==> config.mk <==
export PLATFORM = sky130hd
export DESIGN_NAME = cdl_exec
export DESIGN_NICKNAME = d
export VERILOG_FILES = /design/src/inc/cdl_pkg.sv /design/src/design/cdl_exec.sv
export SDC_FILE = /design/constraint.sdc
export NUM_CORES = 2
export LEC_CHECK = 0
export ABC_AREA = 1
export BUFFER_PORTS_ARGS = -buffer_cell sky130_fd_sc_hd__buf_2
export CORE_ASPECT_RATIO = 1.5
export CORE_MARGIN = 2
export CORE_UTILIZATION = 41
export CTS_CLUSTER_DIAMETER = 60
export DETAILED_ROUTE_END_ITERATION = 6
export GPL_ROUTABILITY_DRIVEN = 0
export GPL_TIMING_DRIVEN = 0
export PLACE_DENSITY_LB_ADDON = 0.12
export RECOVER_POWER = 100
export SETUP_SLACK_MARGIN = 0.1
export SLEW_MARGIN = 20
export SYNTH_ARGS = -nofsm -noshare
export SYNTH_HDL_FRONTEND = slang
export SYNTH_SLANG_ARGS = --single-unit
==> constraint.sdc <==
create_clock -name sys_clk -period 10.8 [get_ports sys_clk]
set_input_delay 0 -clock sys_clk [delete_from_list [all_inputs] [get_ports sys_clk]]
set_output_delay 0 -clock sys_clk [all_outputs]
set_load 0.01 [all_outputs]
==> src/inc/cdl_pkg.sv <==
// Constants and types for the divide, loop and DSP execution slice
package cdl_pkg;
  localparam int ADDR_W = 8;
  // Register byte offsets
  localparam logic [7:0] CTRL_OFS = 8'h00;
  localparam logic [7:0] OPA_OFS = 8'h04;
  localparam logic [7:0] OPA_HI_OFS = 8'h08;
  localparam logic [7:0] OPB_OFS = 8'h0c;
  localparam logic [7:0] LIT_OFS = 8'h10;
  localparam logic [7:0] OFFSET_OFS = 8'h14;
  localparam logic [7:0] PC_OFS = 8'h18;
  localparam logic [7:0] QUOT_OFS = 8'h1c;
  localparam logic [7:0] REM_OFS = 8'h20;
  localparam logic [7:0] FLAGS_OFS = 8'h24;
  localparam logic [7:0] STATUS_OFS = 8'h28;
  localparam logic [7:0] ACC_A_LO_OFS = 8'h2c;
  localparam logic [7:0] ACC_A_HI_OFS = 8'h30;
  localparam logic [7:0] ACC_B_LO_OFS = 8'h34;
  localparam logic [7:0] ACC_B_HI_OFS = 8'h38;
  localparam logic [7:0] LOOP_CNT_OFS = 8'h3c;
  localparam logic [7:0] LOOP_END_OFS = 8'h40;
  // CTRL fields
  localparam int CTRL_OP_LSB = 0;
  localparam int CTRL_START_BIT = 4;
  localparam int CTRL_ACC_BIT = 5;
  // FLAGS fields
  localparam int FL_C = 0;
  localparam int FL_Z = 1;
  localparam int FL_OV = 2;
  localparam int FL_N = 3;
  localparam int FL_DC = 4;
  // STATUS fields
  localparam int ST_BUSY = 0;
  localparam int ST_IRQ = 1;
  localparam int ST_LOOP = 2;
  localparam int ST_OA = 3;
  localparam int ST_OB = 4;
  localparam int ST_SA = 5;
  localparam int ST_SB = 6;
  // Timing in instruction cycles
  localparam int DIV_CYCLES = 18;
  localparam int LOOP_CYCLES = 2;
  localparam logic [4:0] DIV_LAST = 5'(DIV_CYCLES - 1);
  localparam logic [4:0] LOOP_LAST = 5'(LOOP_CYCLES - 1);
  localparam logic HAS_DSP = 1'b1;
  localparam logic [1:0] RESP_OKAY = 2'h0;
  localparam logic [1:0] RESP_SLVERR = 2'h2;
  typedef enum logic [3:0] {
    OP_BCD = 4'h0, OP_HOLD = 4'h1, OP_SDIV16 = 4'h2, OP_SDIV32 = 4'h3,
    OP_UDIV16 = 4'h4, OP_UDIV32 = 4'h5, OP_FDIV = 4'h6, OP_LOOP_LIT = 4'h7,
    OP_LOOP_REG = 4'h8, OP_DIST = 4'h9
  } cdl_op_t;
  typedef enum logic [2:0] {
    EX_IDLE = 3'b001, EX_DIV = 3'b010, EX_LOOP = 3'b100
  } cdl_ex_t;
endpackage

==> src/design/cdl_exec.sv <==
// Divide, BCD adjust, interrupt hold, hardware loop and distance slice
// Functional notes
// - BCD adjust corrects working register low byte, changes only carry, one cycle
// - Interrupt hold blocks interrupts for literal count cycles, no flag change
// - Signed 16/16 divide takes 18 cycles, sets N, Z, C, OV
// - Signed 32/16 divide takes 18 cycles, sets N, Z, C, OV
// - Unsigned 16/16 divide takes 18 cycles, sets N, Z, C, OV
// - Unsigned 32/16 divide takes 18 cycles, sets N, Z, C, OV
// - Fractional divide takes 18 cycles, only on DSP variants
// - Literal loop repeats to PC plus offset literal+1 times, two cycles
// - Register loop repeats to PC plus offset register+1 times, two cycles
// - Distance op squares difference into accumulator, updates overflow, not saturate
`timescale 1ns/1ps
module cdl_exec
  import cdl_pkg::*;
(
  // Clock, reset, enable
  input wire logic sys_clk,
  input wire logic rst_n,
  input wire logic ce,
  // AXI4-Lite write
  input wire logic [ADDR_W-1:0] s_axi_awaddr,
  input wire logic s_axi_awvalid,
  output logic s_axi_awready,
  input wire logic [31:0] s_axi_wdata,
  input wire logic [3:0] s_axi_wstrb,
  input wire logic s_axi_wvalid,
  output logic s_axi_wready,
  output logic [1:0] s_axi_bresp,
  output logic s_axi_bvalid,
  input wire logic s_axi_bready,
  // AXI4-Lite read
  input wire logic [ADDR_W-1:0] s_axi_araddr,
  input wire logic s_axi_arvalid,
  output logic s_axi_arready,
  output logic [31:0] s_axi_rdata,
  output logic [1:0] s_axi_rresp,
  output logic s_axi_rvalid,
  input wire logic s_axi_rready,
  // Core side
  input wire logic loop_end_hit,
  output logic irq_block,
  output logic issue_stall,
  output logic loop_active
);
  typedef struct packed {
    logic awready;
    logic wready;
    logic bvalid;
    logic [1:0] bresp;
    logic arready;
    logic rvalid;
    logic [1:0] rresp;
    logic [31:0] rdata;
    logic [15:0] working_reg;
    logic [15:0] opa_hi;
    logic [15:0] opb;
    logic [15:0] lit;
    logic [15:0] offset;
    logic [15:0] pc;
    cdl_op_t op;
    logic acc_sel;
    logic [15:0] quot;
    logic [15:0] rem;
    logic carry_flag;
    logic zero_flag;
    logic overflow_flag;
    logic neg_flag;
    logic digit_carry_flag;
    cdl_ex_t ex;
    logic [4:0] step;
    logic [15:0] prem;
    logic [15:0] pquo;
    logic [15:0] dmag;
    logic q_neg;
    logic r_neg;
    logic div_err;
    logic [13:0] hold_cnt;
    logic irq_block;
    logic loop_active;
    logic stall;
    logic [15:0] loop_cnt;
    logic [15:0] loop_end;
    logic [39:0] acc_a;
    logic [39:0] acc_b;
    logic acc_a_overflow;
    logic acc_b_overflow;
    logic acc_a_saturate;
    logic acc_b_saturate;
  } cdl_st_t;

  cdl_st_t s;
  cdl_st_t next_s;

  function automatic logic [15:0] merge16(input logic [15:0] old,
                                          input logic [31:0] d,
                                          input logic [3:0] be);
    logic [15:0] r;
    r = old;
    if (be[0]) begin
      r[7:0] = d[7:0];
    end
    if (be[1]) begin
      r[15:8] = d[15:8];
    end
    return r;
  endfunction

  // Operand decode for the divider
  logic signed_op;
  logic [31:0] dvd;
  logic [31:0] dvd_mag;
  logic [15:0] dvs_mag;
  logic [16:0] trial;
  logic [15:0] q_fix;
  logic [15:0] r_fix;
  logic q_big;
  logic [8:0] bcd_t;
  logic [16:0] diff;
  logic [33:0] sq;
  logic [7:0] wa;
  logic [7:0] ra;
  logic do_wr;
  logic start_req;
  cdl_op_t cur_op;
  logic cur_acc;
  logic [31:0] rd_val;
  logic rd_ok;

  always_comb begin
    signed_op = (cur_op == OP_SDIV16) || (cur_op == OP_SDIV32) ||
                (cur_op == OP_FDIV);
    unique case (cur_op)
      OP_SDIV16: dvd = {{16{s.working_reg[15]}}, s.working_reg};
      OP_SDIV32, OP_UDIV32: dvd = {s.opa_hi, s.working_reg};
      OP_FDIV: dvd = {s.working_reg[15], s.working_reg, 15'h0000};
      default: dvd = {16'h0000, s.working_reg};
    endcase
    dvd_mag = (signed_op && dvd[31]) ? 32'(-dvd) : dvd;
    dvs_mag = (signed_op && s.opb[15]) ? 16'(-s.opb) : s.opb;
    trial = {s.prem, s.pquo[15]};
    q_big = signed_op && (s.pquo > 16'h7fff) &&
            !(s.q_neg && (s.pquo == 16'h8000));
    q_fix = s.q_neg ? 16'(-s.pquo) : s.pquo;
    r_fix = s.r_neg ? 16'(-s.prem) : s.prem;
    bcd_t = {1'b0, s.working_reg[7:0]};
    if ((bcd_t[3:0] > 4'h9) || s.digit_carry_flag) begin
      bcd_t = 9'(bcd_t + 9'h006);
    end
    if ((bcd_t[8:4] > 5'h09) || s.carry_flag) begin
      bcd_t = 9'(bcd_t + 9'h060);
    end
    diff = 17'({s.working_reg[15], s.working_reg} - {s.opb[15], s.opb});
    sq = 34'($signed(diff) * $signed(diff));
  end

  always_comb begin
    wa = s_axi_awaddr;
    ra = s_axi_araddr;
    do_wr = s_axi_awvalid && s_axi_wvalid && !s.awready && !s.bvalid;
    start_req = do_wr && (wa == CTRL_OFS) && s_axi_wstrb[0] &&
                s_axi_wdata[CTRL_START_BIT] && (s.ex == EX_IDLE);
    // Start runs the op written with it, not the one stored before
    cur_op = start_req ? cdl_op_t'(s_axi_wdata[CTRL_OP_LSB +: 4]) : s.op;
    cur_acc = start_req ? s_axi_wdata[CTRL_ACC_BIT] : s.acc_sel;
    rd_ok = 1'b1;
    unique case (ra)
      CTRL_OFS: rd_val = {26'h0, s.acc_sel, 1'b0, s.op};
      OPA_OFS: rd_val = {16'h0, s.working_reg};
      OPA_HI_OFS: rd_val = {16'h0, s.opa_hi};
      OPB_OFS: rd_val = {16'h0, s.opb};
      LIT_OFS: rd_val = {16'h0, s.lit};
      OFFSET_OFS: rd_val = {16'h0, s.offset};
      PC_OFS: rd_val = {16'h0, s.pc};
      QUOT_OFS: rd_val = {16'h0, s.quot};
      REM_OFS: rd_val = {16'h0, s.rem};
      FLAGS_OFS: rd_val = {27'h0, s.digit_carry_flag, s.neg_flag,
                           s.overflow_flag, s.zero_flag, s.carry_flag};
      STATUS_OFS: rd_val = {25'h0, s.acc_b_saturate, s.acc_a_saturate,
                            s.acc_b_overflow, s.acc_a_overflow,
                            s.loop_active, s.irq_block, s.ex != EX_IDLE};
      ACC_A_LO_OFS: rd_val = s.acc_a[31:0];
      ACC_A_HI_OFS: rd_val = {24'h0, s.acc_a[39:32]};
      ACC_B_LO_OFS: rd_val = s.acc_b[31:0];
      ACC_B_HI_OFS: rd_val = {24'h0, s.acc_b[39:32]};
      LOOP_CNT_OFS: rd_val = {16'h0, s.loop_cnt};
      LOOP_END_OFS: rd_val = {16'h0, s.loop_end};
      default: begin
        rd_val = 32'h0000_0000;
        rd_ok = 1'b0;
      end
    endcase
  end

  always_comb begin
    next_s = s;
    // Write channel: address and data are taken together
    next_s.awready = do_wr;
    next_s.wready = do_wr;
    if (s.bvalid && s_axi_bready) begin
      next_s.bvalid = 1'b0;
    end
    if (do_wr) begin
      next_s.bvalid = 1'b1;
      next_s.bresp = RESP_OKAY;
      unique case (wa)
        CTRL_OFS: begin
          if (s_axi_wstrb[0] && (s.ex == EX_IDLE)) begin
            next_s.op = cdl_op_t'(s_axi_wdata[CTRL_OP_LSB +: 4]);
            next_s.acc_sel = s_axi_wdata[CTRL_ACC_BIT];
          end
        end
        OPA_OFS: next_s.working_reg = merge16(s.working_reg, s_axi_wdata,
                                              s_axi_wstrb);
        OPA_HI_OFS: next_s.opa_hi = merge16(s.opa_hi, s_axi_wdata,
                                            s_axi_wstrb);
        OPB_OFS: next_s.opb = merge16(s.opb, s_axi_wdata, s_axi_wstrb);
        LIT_OFS: next_s.lit = merge16(s.lit, s_axi_wdata, s_axi_wstrb);
        OFFSET_OFS: next_s.offset = merge16(s.offset, s_axi_wdata,
                                            s_axi_wstrb);
        PC_OFS: next_s.pc = merge16(s.pc, s_axi_wdata, s_axi_wstrb);
        FLAGS_OFS: begin
          if (s_axi_wstrb[0]) begin
            next_s.carry_flag = s_axi_wdata[FL_C];
            next_s.zero_flag = s_axi_wdata[FL_Z];
            next_s.overflow_flag = s_axi_wdata[FL_OV];
            next_s.neg_flag = s_axi_wdata[FL_N];
            next_s.digit_carry_flag = s_axi_wdata[FL_DC];
          end
        end
        QUOT_OFS, REM_OFS, STATUS_OFS, ACC_A_LO_OFS, ACC_A_HI_OFS,
        ACC_B_LO_OFS, ACC_B_HI_OFS, LOOP_CNT_OFS, LOOP_END_OFS: ;
        default: next_s.bresp = RESP_SLVERR;
      endcase
    end
    // Read channel
    next_s.arready = s_axi_arvalid && !s.arready && !s.rvalid;
    if (s.rvalid && s_axi_rready) begin
      next_s.rvalid = 1'b0;
    end
    if (s_axi_arvalid && !s.arready && !s.rvalid) begin
      next_s.rvalid = 1'b1;
      next_s.rdata = rd_val;
      next_s.rresp = rd_ok ? RESP_OKAY : RESP_SLVERR;
    end
    // Hold counter runs down one per cycle
    if (s.hold_cnt != 14'h0000) begin
      next_s.hold_cnt = 14'(s.hold_cnt - 14'h0001);
      next_s.irq_block = (s.hold_cnt != 14'h0001);
    end
    if (s.loop_active && loop_end_hit) begin
      if (s.loop_cnt == 16'h0000) begin
        next_s.loop_active = 1'b0;
      end else begin
        next_s.loop_cnt = 16'(s.loop_cnt - 16'h0001);
      end
    end
    // Execution sequencer; start while busy is dropped
    unique case (s.ex)
      EX_IDLE: begin
        if (start_req) begin
          next_s.step = 5'h00;
          unique case (cur_op)
            OP_BCD: begin
              next_s.working_reg = {s.working_reg[15:8], bcd_t[7:0]};
              next_s.carry_flag = bcd_t[8] | s.carry_flag;
            end
            OP_HOLD: begin
              next_s.hold_cnt = s.lit[13:0];
              next_s.irq_block = (s.lit[13:0] != 14'h0000);
            end
            OP_SDIV16, OP_SDIV32, OP_UDIV16, OP_UDIV32, OP_FDIV: begin
              if ((cur_op != OP_FDIV) || HAS_DSP) begin
                next_s.ex = EX_DIV;
                next_s.prem = dvd_mag[31:16];
                next_s.pquo = dvd_mag[15:0];
                next_s.dmag = dvs_mag;
                next_s.q_neg = signed_op && (dvd[31] ^ s.opb[15]);
                next_s.r_neg = signed_op && dvd[31];
                next_s.div_err = (dvs_mag == 16'h0000) ||
                                 (dvd_mag[31:16] >= dvs_mag);
              end
            end
            OP_LOOP_LIT, OP_LOOP_REG: next_s.ex = EX_LOOP;
            OP_DIST: begin
              if (cur_acc) begin
                next_s.acc_b = {6'h00, sq};
                next_s.acc_b_overflow = (sq[33:31] != 3'h0);
              end else begin
                next_s.acc_a = {6'h00, sq};
                next_s.acc_a_overflow = (sq[33:31] != 3'h0);
              end
            end
            default: ;
          endcase
        end
      end
      EX_DIV: begin
        next_s.step = 5'(s.step + 5'h01);
        if (s.step < 5'h10) begin
          // Restoring step: remainder stays below the divisor
          if (trial >= {1'b0, s.dmag}) begin
            next_s.prem = 16'(trial - {1'b0, s.dmag});
            next_s.pquo = {s.pquo[14:0], 1'b1};
          end else begin
            next_s.prem = trial[15:0];
            next_s.pquo = {s.pquo[14:0], 1'b0};
          end
        end else if (s.step == 5'h10) begin
          next_s.div_err = s.div_err | q_big;
          next_s.pquo = q_fix;
          next_s.prem = r_fix;
        end else if (s.step == DIV_LAST) begin
          next_s.quot = s.pquo;
          next_s.rem = s.prem;
          next_s.neg_flag = s.pquo[15];
          next_s.zero_flag = (s.pquo == 16'h0000);
          next_s.carry_flag = (s.prem != 16'h0000);
          next_s.overflow_flag = s.div_err;
          next_s.ex = EX_IDLE;
        end
      end
      EX_LOOP: begin
        next_s.step = 5'(s.step + 5'h01);
        if (s.step == 5'h00) begin
          next_s.loop_end = 16'(s.pc + s.offset);
        end else if (s.step == LOOP_LAST) begin
          next_s.loop_cnt = (s.op == OP_LOOP_LIT) ?
                            {1'b0, s.lit[14:0]} : s.working_reg;
          next_s.loop_active = 1'b1;
          next_s.ex = EX_IDLE;
        end
      end
      default: next_s.ex = EX_IDLE;
    endcase
    next_s.stall = (next_s.ex != EX_IDLE);
  end

  always_ff @(posedge sys_clk or negedge rst_n) begin
    if (!rst_n) begin
      s <= '0;
      s.ex <= EX_IDLE;
      s.op <= OP_BCD;
    end else if (ce) begin
      s <= next_s;
    end
  end

  assign s_axi_awready = s.awready;
  assign s_axi_wready = s.wready;
  assign s_axi_bvalid = s.bvalid;
  assign s_axi_bresp = s.bresp;
  assign s_axi_arready = s.arready;
  assign s_axi_rvalid = s.rvalid;
  assign s_axi_rresp = s.rresp;
  assign s_axi_rdata = s.rdata;
  assign irq_block = s.irq_block;
  assign issue_stall = s.stall;
  assign loop_active = s.loop_active;
endmodule

==> impl_results.md <==
- Clock Latency Late Sink: 0.59 ns
- Crit path kind: reg -> reg
- Fillers: 7906
- RSZ-0062 raised after global routing: no
- Register Area: 0.00881 mm²
- Die width: 231 µm
- Slew Limit Fails: 287
- Via count: 28300
- Core area: 0.0763 mm²
- Max Buffers Root-to-Sink: 3
- Pin count of the biggest net entering global routing: 97
- EDFF count, synth: 0
- Vias per cell: 5.43
- Mapped cell area: 0.0317 mm²
- HP Class: in -> reg
- Crit-path max FO: 10
- Port bufs: 83
- Post-DP HPWL: 100000 µm
- Violated checks: capacitance limit, slew limit
- Worst EP arrival: 10.40 ns
- Die Y: 344 µm
- DRC violations left: 0
- CTS root buffer: clkbuf_16
- Worst path max stage delay: 0.82 ns
- # IOs: 105
- Sequential area share after synthesis: 0.278
- Num CTS Buffers: 40
- Initial core utilization: 0.415
- Pre-CTS WS: 0.411 ns
- Least-Margin Pin Slew: 4.96 ns
- Clock Pin Slew Worst Setup and Hold Paths: 0.06 ns
- Post-synth cell types: 66
- Ys async rst share: 1.00
- Crit path time final: 9.90 ns
- DRT iter0 DRCs: 2125
- YS warnings: 0
- Post-route cell area: 0.0349 mm²
- Sum of negative setup slack: 0 ns
- First-pass GRT wire length: 182000 µm
- Worst endpoint required time: 11.30 ns
- Worst Slack Setup Final: 0.898 ns
- Synthesized instance count: 4005
- Dpl cell area: 0.0335 mm²
- Setup crit start kind: flop
- Crit. End Element: flop
- Endpoints failing hold: 0
- Max cap viols: 8
- Layout area overhead: 10.1%
- Postcts setup bufs: 0
- Sink Count: 352
- Fmax: 0.101 GHz
- Routed length per instance: 23.6 µm
- Slowest library cell on the worst path: fa_1
- Nets: 4660
- Final period util: 0.917
- Relative slew slack: -2.30
- Synth Flop Type: dfrtp_1
- Die ar.: 0.0795 mm²
- Antenna viol nets, final: 0
- First-pass DRT Iterations: 7
- Row Count: 124
- Syn Area/Cell: 7.91 µm²
- Share of cells above drive strength 1: 0.0536
- Drt total wl: 123000 µm
- Vias in the first global route: 28900
- Status: finished with violations
- H-tree depth: 2
- Most frequent CP cell: nand2_1
- Final core utilization: 0.457
- Yosys reg bits: 352
- Final setup viols: 0
- CTS tree: built
- Worst clock skew: 0.0227 ns
- GRT Residual Overflow: 0
- Multi-input logic area: 0.0194 mm²
- Gr usage total: 0.314
- Initial antenna violation count: 6
## metrics by stage
step	hold WS, ns	cells
final	0.0360	5206
after global routing	0.0763	5202
after CTS	0.00907	5199
after detailed placement	-0.0165	5101
after global placement	0.256	5097
after floorplan	-0.296	4006
## metal layers
metal | wire length, µm | vias to the layer above | track usage
met5 | 41 | - | 0
met4 | 13400 | 6 | 0.278
met3 | 6420 | 427 | 0.0535
met2 | 61900 | 985 | 0.561
met1 | 41200 | 13700 | 0.313
li1 | - | 13200 | -
## worst paths after layout
check	slack [ns]	endpoint	start	cells past startpoint
max	0.90	s[3]	s[314]	37
max in group asynchronous	1.63	s_axi_rdata[14]	rst_n	6
min	0.04	s_axi_rdata[17]	s_axi_araddr[7]	6
max reg2reg	0.90	s[3]	s[314]	37
min reg2reg	0.48	s[47]	s[47]	2
min in group asynchronous	1.51	s[196]	rst_n	3
## layout by cell type (no fill, tap or decap), types with 14 or more instances in the layout
master,n
a21boi_0,16
a21o_1,17
a21oi_1,173
a221oi_1,39
a31oi_1,23
a32o_1,14
buf_2,50
buf_4,36
clkbuf_1,157
clkbuf_16,40
dfrtp_1,351
dlygate4sd3_1,26
fa_1,274
ha_1,161
inv_1,700
nand2_1,790
nand2_2,15
nand3_1,109
nand4_1,36
nor2_1,310
nor3_1,47
o211ai_1,25
o21ai_0,427
o22ai_1,27
xnor2_1,33
xor2_1,81
## synth_stat cells (9+ instances only)
cell	instances	area share
dfrtp_1	351	0.28
fa_1	274	0.17
nor2_2	10	0.0020
o21ai_0	417	0.066
o31ai_1	10	0.0024
a22oi_1	13	0.0031
xor2_1	81	0.022
or2_2	10	0.0020
nor3_1	46	0.0073
a211oi_1	13	0.0031
o22ai_1	27	0.0053
nor4_1	11	0.0022
a21boi_1	9	0.0021
nand2_1	787	0.093
a21o_1	17	0.0040
a22o_1	12	0.0033
nand3_1	108	0.017
a21oi_1	173	0.027
nand2_2	18	0.0036
a221oi_1	40	0.011
xnor2_1	34	0.0094
buf_4	39	0.0092
a31oi_1	23	0.0045
nor2_1	307	0.036
o211ai_1	25	0.0059
o21ai_1	16	0.0025
clkbuf_1	100	0.012
a32o_1	14	0.0044
clkinv_1	9	0.0011
ha_1	161	0.064
nand4_1	36	0.0071
inv_1	699	0.083
## cell families (layout without fill, tap and decap cells)
group / Yosys count / in the layout / share of synthesized area
AO/OA/AOI/OAI: 864 / 864 / 0.161
XOR/XNOR: 120 / 120 / 0.0344
adder cells (fa/ha/maj): 435 / 435 / 0.237
buffers and inverters: 870 / 1058 / 0.109
flip-flops: 352 / 352 / 0.278
other: 1 / 6 / 0.000118
AND/OR/NAND/NOR: 1363 / 1363 / 0.181
## worst max-delay path, delay by kind of cell, from the launching register on
family	cells	cell delay, ns
AO/OA/AOI/OAI	8	1.95
AND/OR/NAND/NOR	10	0.94
buffers and inverters	9	1.48
flip-flops	1	0.53
XOR/XNOR	1	0.23
adder cells (fa/ha/maj)	9	4.71
## layout make-up
class,count,area share
Antenna cell,4,0.000287
Buffer,154,0.0217
Clock buffer,61,0.0330
Clock inverter,11,0.00463
Inverter,716,0.0772
Multi-Input combinational cell,2784,0.555
Sequential cell,352,0.253
Tap cell,1008,0.0362
Timing Repair Buffer,116,0.0189
## flip-flops by register name, summed over array words and instances, names as in the netlist
| name | count |
|---|---|
| irq_block | 1 |
| issue_stall | 1 |
| loop_active | 1 |
| s | 311 |
| s_axi_arready | 1 |
| s_axi_bresp | 1 |
| s_axi_bvalid | 1 |
| s_axi_rdata | 32 |
| s_axi_rresp | 1 |
| s_axi_rvalid | 1 |
| s_axi_wready | 1 |
## repair_timing
item / in CTS / in global routing
gates resized for setup: 0 / 6
endpoints found under the hold margin: 262 / 0
setup endpoints to repair: 0 / 8
hold buffers: 26 / 0
Power is left out: the tool's default activity adds up to more than one toggle a clock period on the data nets, which glitch-free logic cannot reach.
